`config.mk`:
```
export PLATFORM = sky130hd
export DESIGN_NAME = asram_ctrl
export DESIGN_NICKNAME = d
export VERILOG_FILES = /design/src/asram_pkg.sv /design/src/asram_timer.sv /design/src/asram_ctrl.sv
export SDC_FILE = /design/constraint.sdc
export NUM_CORES = 1
export LEC_CHECK = 0
export BUFFER_PORTS_ARGS = -buffer_cell sky130_fd_sc_hd__buf_2
export CAP_MARGIN = 20
export CORE_MARGIN = 2
export CORE_UTILIZATION = 50
export DETAILED_ROUTE_END_ITERATION = 10
export GPL_TIMING_DRIVEN = 0
export PLACE_DENSITY_LB_ADDON = 0.15
export SYNTH_ARGS = -nofsm -noshare
export SYNTH_HDL_FRONTEND = slang
export SYNTH_HIERARCHICAL = 1
export SYNTH_SLANG_ARGS = --single-unit
```
`constraint.sdc`:
```
create_clock -name mclk_in -period 3.94 [get_ports mclk_in]
set_input_delay 0.591 -clock mclk_in [delete_from_list [all_inputs] [get_ports mclk_in]]
set_output_delay 0.591 -clock mclk_in [all_outputs]
set_load 0.02 [all_outputs]
```
`src/asram_pkg.sv`:
```
// shared constants and carriers for the async static memory controller
package asram_pkg;
    localparam int unsigned CLK_PERIOD_PS = 5000;
    localparam int unsigned ADDR_W = 17;
    localparam int unsigned DATA_W = 8;
    // speed grade selection: 1 = 45 ns part, 0 = 55 ns part
    localparam bit FAST_GRADE = 1'b1;
    // times in ns, as printed
    localparam int unsigned READ_PERIOD_NS = FAST_GRADE ? 45 : 55;
    localparam int unsigned ADDRESS_ACCESS_DELAY_NS = FAST_GRADE ? 45 : 55;
    localparam int unsigned SELECT_ACCESS_DELAY_NS = FAST_GRADE ? 45 : 55;
    localparam int unsigned GATE_ACCESS_DELAY_NS = FAST_GRADE ? 22 : 25;
    localparam int unsigned OUTPUT_HOLD_AFTER_ADDRESS_NS = 10;
    localparam int unsigned POWERDOWN_DELAY_NS = FAST_GRADE ? 45 : 55;
    localparam int unsigned WRITE_PERIOD_NS = FAST_GRADE ? 45 : 55;
    localparam int unsigned STROBE_LOW_WIDTH_NS = FAST_GRADE ? 35 : 40;
    localparam int unsigned ADDRESS_LEAD_TO_WRITE_END_NS = FAST_GRADE ? 35 : 40;
    localparam int unsigned ADDRESS_LEAD_TO_WRITE_START_NS = 0;
    localparam int unsigned ADDRESS_HOLD_AFTER_WRITE_NS = 0;
    localparam int unsigned DATA_LEAD_TO_WRITE_END_NS = 25;
    localparam int unsigned DATA_HOLD_AFTER_WRITE_NS = 0;
    localparam int unsigned STROBE_TO_FLOAT_DELAY_NS = FAST_GRADE ? 18 : 20;
    // least times round up, no count below one cycle
    function automatic int unsigned ns_to_cyc(input int unsigned ns);
        int unsigned c;
        c = (ns * 1000 + CLK_PERIOD_PS - 1) / CLK_PERIOD_PS;
        return (c < 1) ? 1 : c;
    endfunction
    // read: data sampled after the slowest of address and select access
    localparam int unsigned READ_ACCESS_CYC = ns_to_cyc(
        (ADDRESS_ACCESS_DELAY_NS > SELECT_ACCESS_DELAY_NS) ?
        ADDRESS_ACCESS_DELAY_NS : SELECT_ACCESS_DELAY_NS) + 1;
    localparam int unsigned READ_PERIOD_CYC = ns_to_cyc(READ_PERIOD_NS);
    // write strobe width covers setup plus float time, and the low width
    localparam int unsigned STROBE_MIN_NS =
        DATA_LEAD_TO_WRITE_END_NS + STROBE_TO_FLOAT_DELAY_NS;
    localparam int unsigned STROBE_CYC = ns_to_cyc(
        (STROBE_MIN_NS > STROBE_LOW_WIDTH_NS) ?
        STROBE_MIN_NS : STROBE_LOW_WIDTH_NS);
    localparam int unsigned WRITE_PERIOD_CYC = ns_to_cyc(WRITE_PERIOD_NS);
    localparam int unsigned CNT_W = 5;
    localparam logic [CNT_W-1:0] CNT_ONE = 5'h01;
    localparam logic [CNT_W-1:0] CNT_ZERO = 5'h00;

    typedef enum logic [3:0] {
        ASRAM_IDLE  = 4'b0001,
        ASRAM_READ  = 4'b0010,
        ASRAM_WRITE = 4'b0100,
        ASRAM_GAP   = 4'b1000
    } asram_state_t;

    typedef struct packed {
        logic              write;
        logic [ADDR_W-1:0] addr;
        logic [DATA_W-1:0] wdata;
    } asram_req_t;

    typedef struct packed {
        logic              primary_select_n;
        logic              secondary_select;
        logic              write_strobe_n;
        logic              output_gate_n;
        logic [ADDR_W-1:0] addr;
        logic [DATA_W-1:0] dq_out;
        logic              dq_oe;
    } asram_pins_t;
endpackage

```
`src/asram_timer.sv`:
```
// down counter giving a one-cycle done pulse after a loaded count
`timescale 1ns/1ps
`default_nettype none
module asram_timer
    import asram_pkg::*;
(
    input  wire logic             mclk_in,
    input  wire logic             sys_rst_in,
    input  wire logic             load_in,
    input  wire logic [CNT_W-1:0] count_in,
    output logic                  done_out
);
    typedef struct packed {
        logic [CNT_W-1:0] cnt;
        logic             done;
    } asram_tmr_t;

    asram_tmr_t st_q;
    asram_tmr_t st_d;

    always_comb begin
        st_d = st_q;
        st_d.done = 1'b0;
        if (load_in) begin
            st_d.cnt = count_in;
        end else if (st_q.cnt != CNT_ZERO) begin
            st_d.cnt = st_q.cnt - CNT_ONE;
            st_d.done = (st_q.cnt == CNT_ONE);
        end
    end

    always_ff @(posedge mclk_in) begin
        if (sys_rst_in) begin
            st_q <= '0;
        end else begin
            st_q <= st_d;
        end
    end

    assign done_out = st_q.done;
endmodule
`default_nettype wire

```
`src/asram_ctrl.sv`:
```
// controller driving an async static memory over its pins
//
// Functional notes
// - write starts with all qualifiers active; dropping one ends it.
// - data setup and hold measured from the write-ending edge.
// - address stable at least 35/40 ns before write end.
// - write address valid no later than write start.
// - address unchanged until the write has ended.
// - write data valid at least 25 ns before write end.
// - write data kept driven until the write-ending edge.
// - strobe pulse at least data setup plus strobe-to-float delay.
// - selected with strobe high and gate low reads; strobe low writes.
// - controller never drives data pins while memory drives them.
`timescale 1ns/1ps
`default_nettype none
module asram_ctrl
    import asram_pkg::*;
(
    input  wire logic              mclk_in,
    input  wire logic              sys_rst_in,
    input  wire logic              req_valid_in,
    input  wire asram_req_t        req_in,
    output logic                   req_ready_out,
    output logic                   rdata_valid_out,
    output logic [DATA_W-1:0]      rdata_out,
    output logic                   write_done_out,
    output logic                   primary_select_n_out,
    output logic                   secondary_select_out,
    output logic                   write_strobe_n_out,
    output logic                   output_gate_n_out,
    output logic [ADDR_W-1:0]      addr_out,
    output logic [DATA_W-1:0]      dq_out,
    output logic                   dq_oe_out,
    input  wire logic [DATA_W-1:0] dq_in
);
    localparam logic [CNT_W-1:0] READ_ACC_CNT = CNT_W'(READ_ACCESS_CYC);
    localparam logic [CNT_W-1:0] STROBE_CNT = CNT_W'(STROBE_CYC);
    // gap pads each cycle out to its full period
    localparam logic [CNT_W-1:0] READ_GAP_CNT =
        CNT_W'((READ_PERIOD_CYC > READ_ACCESS_CYC) ?
        READ_PERIOD_CYC - READ_ACCESS_CYC : 1);
    localparam logic [CNT_W-1:0] WRITE_GAP_CNT =
        CNT_W'((WRITE_PERIOD_CYC > STROBE_CYC) ?
        WRITE_PERIOD_CYC - STROBE_CYC : 1);

    typedef struct packed {
        asram_state_t      state;
        asram_pins_t       pins;
        logic              ready;
        logic              rvalid;
        logic [DATA_W-1:0] rdata;
        logic              wdone;
    } asram_ctl_t;

    asram_ctl_t       st_q;
    asram_ctl_t       st_d;
    logic             tmr_load;
    logic [CNT_W-1:0] tmr_count;
    logic             tmr_done;

    asram_timer i_asram_timer (
        .mclk_in    (mclk_in),
        .sys_rst_in (sys_rst_in),
        .load_in    (tmr_load),
        .count_in   (tmr_count),
        .done_out   (tmr_done)
    );

    always_comb begin
        st_d = st_q;
        tmr_load = 1'b0;
        tmr_count = CNT_ZERO;
        st_d.rvalid = 1'b0;
        st_d.wdone = 1'b0;
        unique case (st_q.state)
            ASRAM_IDLE: begin
                if (req_valid_in && st_q.ready) begin
                    st_d.ready = 1'b0;
                    // address and select in the same edge, data on the same edge as strobe
                    st_d.pins.addr = req_in.addr;
                    st_d.pins.primary_select_n = 1'b0;
                    st_d.pins.secondary_select = 1'b1;
                    tmr_load = 1'b1;
                    if (req_in.write) begin
                        st_d.pins.output_gate_n = 1'b1;
                        st_d.pins.write_strobe_n = 1'b0;
                        st_d.pins.dq_out = req_in.wdata;
                        st_d.pins.dq_oe = 1'b1;
                        // strobe length also gives the address lead
                        tmr_count = STROBE_CNT;
                        st_d.state = ASRAM_WRITE;
                    end else begin
                        st_d.pins.dq_oe = 1'b0;
                        st_d.pins.write_strobe_n = 1'b1;
                        st_d.pins.output_gate_n = 1'b0;
                        tmr_count = READ_ACC_CNT;
                        st_d.state = ASRAM_READ;
                    end
                end
            end
            ASRAM_READ: begin
                if (tmr_done) begin
                    // sampled while address still held, inside hold window
                    st_d.rdata = dq_in;
                    st_d.rvalid = 1'b1;
                    st_d.pins.primary_select_n = 1'b1;
                    st_d.pins.secondary_select = 1'b0;
                    st_d.pins.output_gate_n = 1'b1;
                    tmr_load = 1'b1;
                    tmr_count = READ_GAP_CNT;
                    st_d.state = ASRAM_GAP;
                end
            end
            ASRAM_WRITE: begin
                if (tmr_done) begin
                    // strobe ends the write; address, data kept this edge
                    st_d.pins.write_strobe_n = 1'b1;
                    st_d.wdone = 1'b1;
                    tmr_load = 1'b1;
                    tmr_count = WRITE_GAP_CNT;
                    st_d.state = ASRAM_GAP;
                end
            end
            ASRAM_GAP: begin
                // data and select released one cycle after strobe rises
                st_d.pins.dq_oe = 1'b0;
                st_d.pins.primary_select_n = 1'b1;
                st_d.pins.secondary_select = 1'b0;
                if (tmr_done) begin
                    st_d.ready = 1'b1;
                    st_d.state = ASRAM_IDLE;
                end
            end
        endcase
    end

    always_ff @(posedge mclk_in) begin
        if (sys_rst_in) begin
            st_q <= '0;
            st_q.state <= ASRAM_IDLE;
            st_q.ready <= 1'b1;
            st_q.pins.primary_select_n <= 1'b1;
            st_q.pins.write_strobe_n <= 1'b1;
            st_q.pins.output_gate_n <= 1'b1;
        end else begin
            st_q <= st_d;
        end
    end

    assign req_ready_out = st_q.ready;
    assign rdata_valid_out = st_q.rvalid;
    assign rdata_out = st_q.rdata;
    assign write_done_out = st_q.wdone;
    assign primary_select_n_out = st_q.pins.primary_select_n;
    assign secondary_select_out = st_q.pins.secondary_select;
    assign write_strobe_n_out = st_q.pins.write_strobe_n;
    assign output_gate_n_out = st_q.pins.output_gate_n;
    assign addr_out = st_q.pins.addr;
    assign dq_out = st_q.pins.dq_out;
    assign dq_oe_out = st_q.pins.dq_oe;
endmodule
`default_nettype wire

```
==> out/results.ini, run 1 <==
[run_status]
outcome = complete, no violations

[setup_path]
crit_cells = 9
reg2reg_to = i_asram_timer/st_q[1]$_SDFFE_PP0P_
ff2ff_setup_slack_ns = 1.69
critPathMaxStageDelay_ns = 0.34
crit_top_cell = clkbuf_1
reg2reg_from = i_asram_timer/done_out$_SDFF_PP0_
arrival_ns = 2.42
crit_family = buffers and inverters
cp-end-kind = flip-flop
crit_path_cell_trace = clkbuf_1 -> and3b_1 -> buf_2 -> nor3_1 -> a211oi_1 -> clkbuf_1 -> inv_1 -> nand3_1 -> o221ai_1
slowest_stage = clkbuf_1
path_buf_inv = 4
worstSetupStartpointType = flip-flop
critical_path_class = reg2reg
cp_max_fo = 10
reg2regPathDepth = 9
crit_required_ns = 4.11

[timing]
finalClockSkew_ns = 0.009417
max_freq_mhz = 445.0
worst_pin_slew_ns = 0.5282
final_max_slew_viol_count = 0
fin_crit_sh = 0.5703
finalHoldViolCount = 0
rsz0062_at_grt = no
slew_headroom = 0.6478
setup_viol = 0
fin_setup_tns_ns = 0
finalCriticalPeriod_ns = 2.247

[cts]
tritoncts = built
numClockSinks = 51
clkTransAtPathRegs_ns = 0.09
cts.repair.resized = 0
clk_latency_ns = 0.31
cts_buffers = 5
htree_levels = 2
ctsHoldBuffers = 0
clockRootBuffer = clkbuf_8
clock_path_buffers = 2
post_cts_buffers = 0

[grt]
grt_max_degree = 17
antenna_found_initial = 0
grt_pass1_wl_mm = 9.584
grt_overflow = 0
grtUsageTotal = 0.2206
grt_pass1_vias = 2003

[logic_synthesis]
yosys.cell_types.count = 50
synth_top_area_frac = 0.3990
syn_inst = 301
synth-edff-count = 0
synth_area_um2 = 2559
yosys_most_used_dff = dfxtp_1
yosysSeqAreaShare = 0.3990
synth.area.top_cells = dfxtp_1 (40%), buf_4 (10%), a21oi_1 (7.2%)
yosys_warnings = 6
syn_area_per_cell_um2 = 8.501
synth_top_area_cell = dfxtp_1
yosys_register_bits = 51
postSynth.asyncResetShare = 0

[die]
initial_utilization = 0.5107
fp-row-count = 26
die_x_um = 75.54
die-area_um2 = 5706
core_um2 = 5010
die_h_um = 75.54
ios = 78

[power]
p_per_area_nw_per_um2 = 431.2
max-vdd-ir-drop_uv = 288.9
p_leak_uw = 0.001367

[run]
cap_violations = 0

[detailed_routing]
vias = 2393
antenna_left = 0
drt-total-wl_mm = 6.168
drc = 0
first_pass_iters = 5
viasPerCell = 5.236
wire_per_inst_um = 13.50
drt_iter0_drc = 135

[hold_path]
worstHoldPathCells = 2
hp-class = reg2reg
hp-start = addr_out[0]$_SDFFE_PP0P_
hold_end = addr_out[0]$_SDFFE_PP0P_

[cells_and_area]
fin_cells = 457
area_delta_synth_final_pct = 22.05
final_util = 0.6234
nets = 426
antenna_cells = 0
drive_above_1_share = 0.3540

[place]
dpl.hpwl_mm = 4.418
gp_congestion = 0.9299
placedCellCount = 449
portBuffers = 77

==> per-stage QoR <==
step                      area, µm²  power [µW]  hold slack [ns]  worst slack [ns]
after detailed placement       3035        1056           0.4664             1.569
after global routing           3123        1437           0.4972             1.494
after floorplan                2562       938.6           0.4542             1.968
after CTS                      3123        1356           0.4801             1.712
final                          3123        1347           0.4789             1.693
after global placement         3035        1046           0.4613             1.581
==> cells in the final DEF, fill, tap and decap left out, drive strengths merged, types with 2 or more instances in the layout <==
cell type and n:
dfxtp 51, nor4b 4, clkbuf 20, a211oi 4, nand4 3, nand3 35, xnor2 2, conb 2
nor3 8, ha 3, o21ai 37, nand3b 2, o221ai 2, nand2 9, o211ai 2, or4 2
or3 2, nor2 7, clkinv 2, inv 8, a21oi 37, buf 121, or4b 2, nand2b 2
nor3b 2
==> worst max-delay path by stage <==
stage | end | from | slack (ns)
floorplan | i_asram_timer/st_q[2]$_SDFFE_PP0P_ | req_valid_in | 1.97
global placement | i_asram_timer/st_q[1]$_SDFFE_PP0P_ | req_valid_in | 1.58
global route | i_asram_timer/st_q[1]$_SDFFE_PP0P_ | i_asram_timer/done_out$_SDFF_PP0_ | 1.49
finish | i_asram_timer/st_q[1]$_SDFFE_PP0P_ | i_asram_timer/done_out$_SDFF_PP0_ | 1.69
detailed placement | i_asram_timer/st_q[1]$_SDFFE_PP0P_ | req_valid_in | 1.57
CTS | i_asram_timer/st_q[1]$_SDFFE_PP0P_ | i_asram_timer/done_out$_SDFF_PP0_ | 1.71
==> state kept, by name (all words and copies together) (netlist names), 4 cells and up <==
register / count
st_q: 4
dq_out: 8
rdata_out: 8
i_asram_timer/st_q: 5
addr_out: 17
==> cells in the mapped netlist (3+ instances only) <==
library cell,count
ha_1,3
inv_1,7
buf_2,5
clkbuf_1,15
nor2_1,6
o21ai_0,28
buf_6,4
nor3_1,8
o21ai_1,9
a21oi_1,37
dfxtp_1,51
a211oi_1,4
nand2_1,9
nand4_1,3
buf_4,35
nand3_1,35
==> worst reg2reg max path, cell delays in order (launching register included) <==
cell and delay (ns):
dfxtp_1 0.31, clkbuf_1 0.30, and3b_1 0.23, buf_2 0.24, nor3_1 0.08, a211oi_1 0.21, clkbuf_1 0.34, inv_1 0.17
nand3_1 0.12, o221ai_1 0.11
==> report_power, final <==
part	internal (µW)	switching (µW)	leakage (µW)
clock	125	176	0.0000483
combinational	191	247	0.000903
sequential	565	42.6	0.000416
total	881	466	0.00137
==> kinds of logic (layout without fill, tap and decap cells) <==
group	Yosys count	in the layout	synth area share
XOR/XNOR	3	3	0.01027
adder cells (fa/ha/maj)	3	3	0.01467
multiplexers	1	1	0.003912
AND/OR/NAND/NOR	83	83	0.1961
flip-flops	51	51	0.3990
buffers and inverters	66	151	0.1623
other	1	2	0.001466
AO/OA/AOI/OAI	93	93	0.2122
==> layout make-up <==
| cell class | instances | area (µm²) |
|---|---|---|
| buffer | 59 | 389.1 |
| clock buffer | 5 | 68.82 |
| timing repair buffer | 77 | 385.4 |
| sequential | 51 | 1021 |
| fill | 518 | 1887 |
| tap | 70 | 87.58 |
| inverter | 7 | 26.28 |
| multi-input combinational | 185 | 1126 |
| clock inverter | 3 | 18.77 |
==> per-layer routing <==
metal / up-vias / wire length [µm] / track usage
met5: - / 0 / 0
met4: 0 / 106 / 0.06043
met3: 13 / 333 / 0.04497
met2: 84 / 2996 / 0.3565
met1: 1085 / 2732 / 0.3012
li1: 1211 / - / -
Power figures use the tool's default switching activity.
==> run 2: changes to the inputs <==
--- a/config.mk
+++ b/config.mk
@@ -8,7 +8,7 @@
 export BUFFER_PORTS_ARGS = -buffer_cell sky130_fd_sc_hd__buf_2
 export CAP_MARGIN = 20
 export CORE_MARGIN = 2
-export CORE_UTILIZATION = 50
+export CORE_UTILIZATION = 46
 export DETAILED_ROUTE_END_ITERATION = 10
 export GPL_TIMING_DRIVEN = 0
 export PLACE_DENSITY_LB_ADDON = 0.15
==> constraint.sdc (replaced) <==
create_clock -name mclk_in -period 2 [get_ports mclk_in]
set_input_delay 0.3 -clock mclk_in [delete_from_list [all_inputs] [get_ports mclk_in]]
set_output_delay 0.3 -clock mclk_in [all_outputs]
set_load 0.02 [all_outputs]
==> run 2 against run 1 <==
Against the previous run:
- global-route usage shrank 1.5 points
- hold slack got worse by 0.23 ns
- combinational power is 99% higher
- routed wire length grew 1.6%
- fmax grew 19%
- cell count unchanged
- utilization decreased by 4.7 points
- die area grew 8.2%
- via count up 1.8%
- sequential power increased by 99%
- first-iteration DRC count increased by 17%
==> out/results.ini, run 2 (synthesis gave the netlist of run 1 again) <==
[place]
dpl.hpwl_mm = 4.504  ; +2.0%
dp_slack_ns = -0.2097  ; -1.779 ns
portBuffers = 77  ; unchanged
placed_cell_area_um2 = 3038  ; about the same
gp_congestion = 0.8259  ; -11%

[setup_path]
reg2regPathDepth = 8  ; -1
critical_path_class = reg2reg
crit_path_start = st_q[42]$_SDFFE_PP0P_
reg2reg_from = st_q[42]$_SDFFE_PP0P_
crit_required_ns = 2.22  ; -1.89 ns
arrival_ns = 2.11  ; -0.31 ns
ff2ff_setup_slack_ns = 0.11  ; -1.58 ns
cp-end-kind = flip-flop
worstSetupStartpointType = flip-flop
cp_max_fo = 10  ; unchanged
reg2reg_to = i_asram_timer/st_q[2]$_SDFFE_PP0P_

[timing]
fin_crit_sh = 0.9428  ; +0.3725
final_max_slew_viol_count = 0  ; unchanged
finalClockSkew_ns = 0.003989  ; -0.005429 ns
worst_pin_slew_ns = 0.5479  ; +0.01970 ns
finalCriticalPeriod_ns = 1.886  ; -0.3615 ns
setup_viol = 0  ; unchanged
rsz0062_at_grt = no
slew_headroom = 0.6347  ; -0.01314
max_freq_mhz = 530.3  ; +19%
postLayoutSetupSlackWorst_ns = 0.1144  ; -1.578 ns
finalHoldViolCount = 0  ; unchanged

[die]
die_h_um = 78.58  ; +4.0%
initial_utilization = 0.4704  ; -0.04030
fp-row-count = 27  ; +3.8%
die_x_um = 78.58  ; +4.0%
die-area_um2 = 6175  ; +8.2%
core_um2 = 5439  ; +8.6%
ios = 78  ; unchanged

[detailed_routing]
antenna_left = 0  ; unchanged
drt-total-wl_mm = 6.268  ; +1.6%
drt_iter0_drc = 158  ; +17%
vias = 2437  ; +1.8%
drc = 0  ; unchanged
wire_per_inst_um = 13.72  ; +1.6%
first_pass_iters = 4  ; -1
viasPerCell = 5.333  ; +1.8%

[grt]
grt_overflow = 0  ; unchanged
grt_max_degree = 14  ; -3
grt_pass1_wl_mm = 10.25  ; +7.0%
grtUsageTotal = 0.2061  ; -0.01450
grtUsageMet2 = 0.3402  ; -0.01635
use_met3 = 0.04138  ; -0.003594
top_usage_layer = met2
use_met1 = 0.2771  ; -0.02409
antenna_found_initial = 0  ; unchanged
grt_pass1_vias = 2141  ; +6.9%

[cts]
numClockSinks = 51  ; unchanged
htree_levels = 2  ; unchanged
clockRootBuffer = clkbuf_8
cts_buffers = 5  ; unchanged
clkTransAtPathRegs_ns = 0.08  ; about the same
clock_path_buffers = 2  ; unchanged
clk_latency_ns = 0.29  ; -0.02 ns
tritoncts = built

[cells_and_area]
final_util = 0.5767  ; -0.04666
design_area_um2 = 3137  ; +0.44%
largest_reg_flops = 17  ; unchanged
layout_commonest_cell = buf_2
drive_above_1_share = 0.3662  ; +0.01223
final_cell_mix = buf_2 (80), dfxtp_1 (48), buf_4 (38)
area_delta_synth_final_pct = 22.59
nets = 426  ; unchanged
antenna_cells = 0  ; unchanged

[hold_path]
hold_end = dq_out[6]$_SDFFE_PP0P_
worstHoldPathCells = 3  ; +1
hp-class = in2reg
hp-start = req_in[6]

[power]
p_total_uw = 2616  ; +94%
max-vdd-ir-drop_uv = 541.7  ; +88%
p_leak_uw = 0.001367  ; about the same
p_per_area_nw_per_um2 = 833.9  ; +93%

[run]
cap_violations = 0  ; unchanged

[run_status]
outcome = complete, no violations

==> run 2: changes by cell type in the layout (fill, tap and decap cells not counted), sizes merged <==
cell    before  now
buf        121  123
clkbuf      20   19
clkinv       2    0
inv          8    7
==> run 2: metal layers <==
metal	vias up	part of all wire
li1	1207	-
met2	78	0.47
met1	1144	0.46
met4	0	0.011
met5	-	0
met3	8	0.058
==> run 2: worst max-delay path: stages (launching register included) <==
cell	delay (ns)
dfxtp_2	0.32
buf_6	0.13
and3b_1	0.17
buf_4	0.18
nor3_2	0.17
a211oi_1	0.07
buf_4	0.17
or4_1	0.51
o211ai_1	0.10
==> run 2: area by class of cell <==
type	instances	area, µm²
fill	523	2302
tap	72	90.09
sequential	51	1025
inverter	7	26.28
timing repair buffer	78	392.9
multi-input combinational	185	1132
buffer	58	397.9
clock buffer	6	72.57
==> run 2: worst max-delay path by stage <==
| stage | to | cells past startpoint |
|---|---|---|
| final | i_asram_timer/st_q[2]$_SDFFE_PP0P_ | 8 |
| after global routing | i_asram_timer/st_q[2]$_SDFFE_PP0P_ | 8 |
| after CTS | i_asram_timer/st_q[2]$_SDFFE_PP0P_ | 8 |
| after detailed placement | i_asram_timer/st_q[1]$_SDFFE_PP0P_ | 9 |
| after global placement | i_asram_timer/st_q[1]$_SDFFE_PP0P_ | 9 |
| after floorplan | i_asram_timer/st_q[1]$_SDFFE_PP0P_ | 8 |
==> run 2: power by group <==
group / leakage [µW] / switching (µW) / internal, µW
Sequential: 0.000417 / 93.1 / 1110
Combinational: 0.000913 / 486 / 386
Clock: 0.0000371 / 303 / 234
Total: 0.00137 / 881 / 1730
==> run 2: what timing repair did <==
item,CTS,global route
setup buffers,0,1
gates resized for setup,2,12
pin swaps,0,0
hold buffers,0,0
setup endpoints to repair,5,5
==> run 2: metrics by stage <==
stage          hold slack (ns)  setup TNS [ns]  instances
4_1_cts                 0.2393               0        456
2_1_floorplan           0.3691               0        302
6_report                0.2500               0        457
5_1_grt                 0.2393               0        457
3_3_place_gp            0.4612         -0.5032        451
3_5_place_dp            0.4665         -0.6430        451
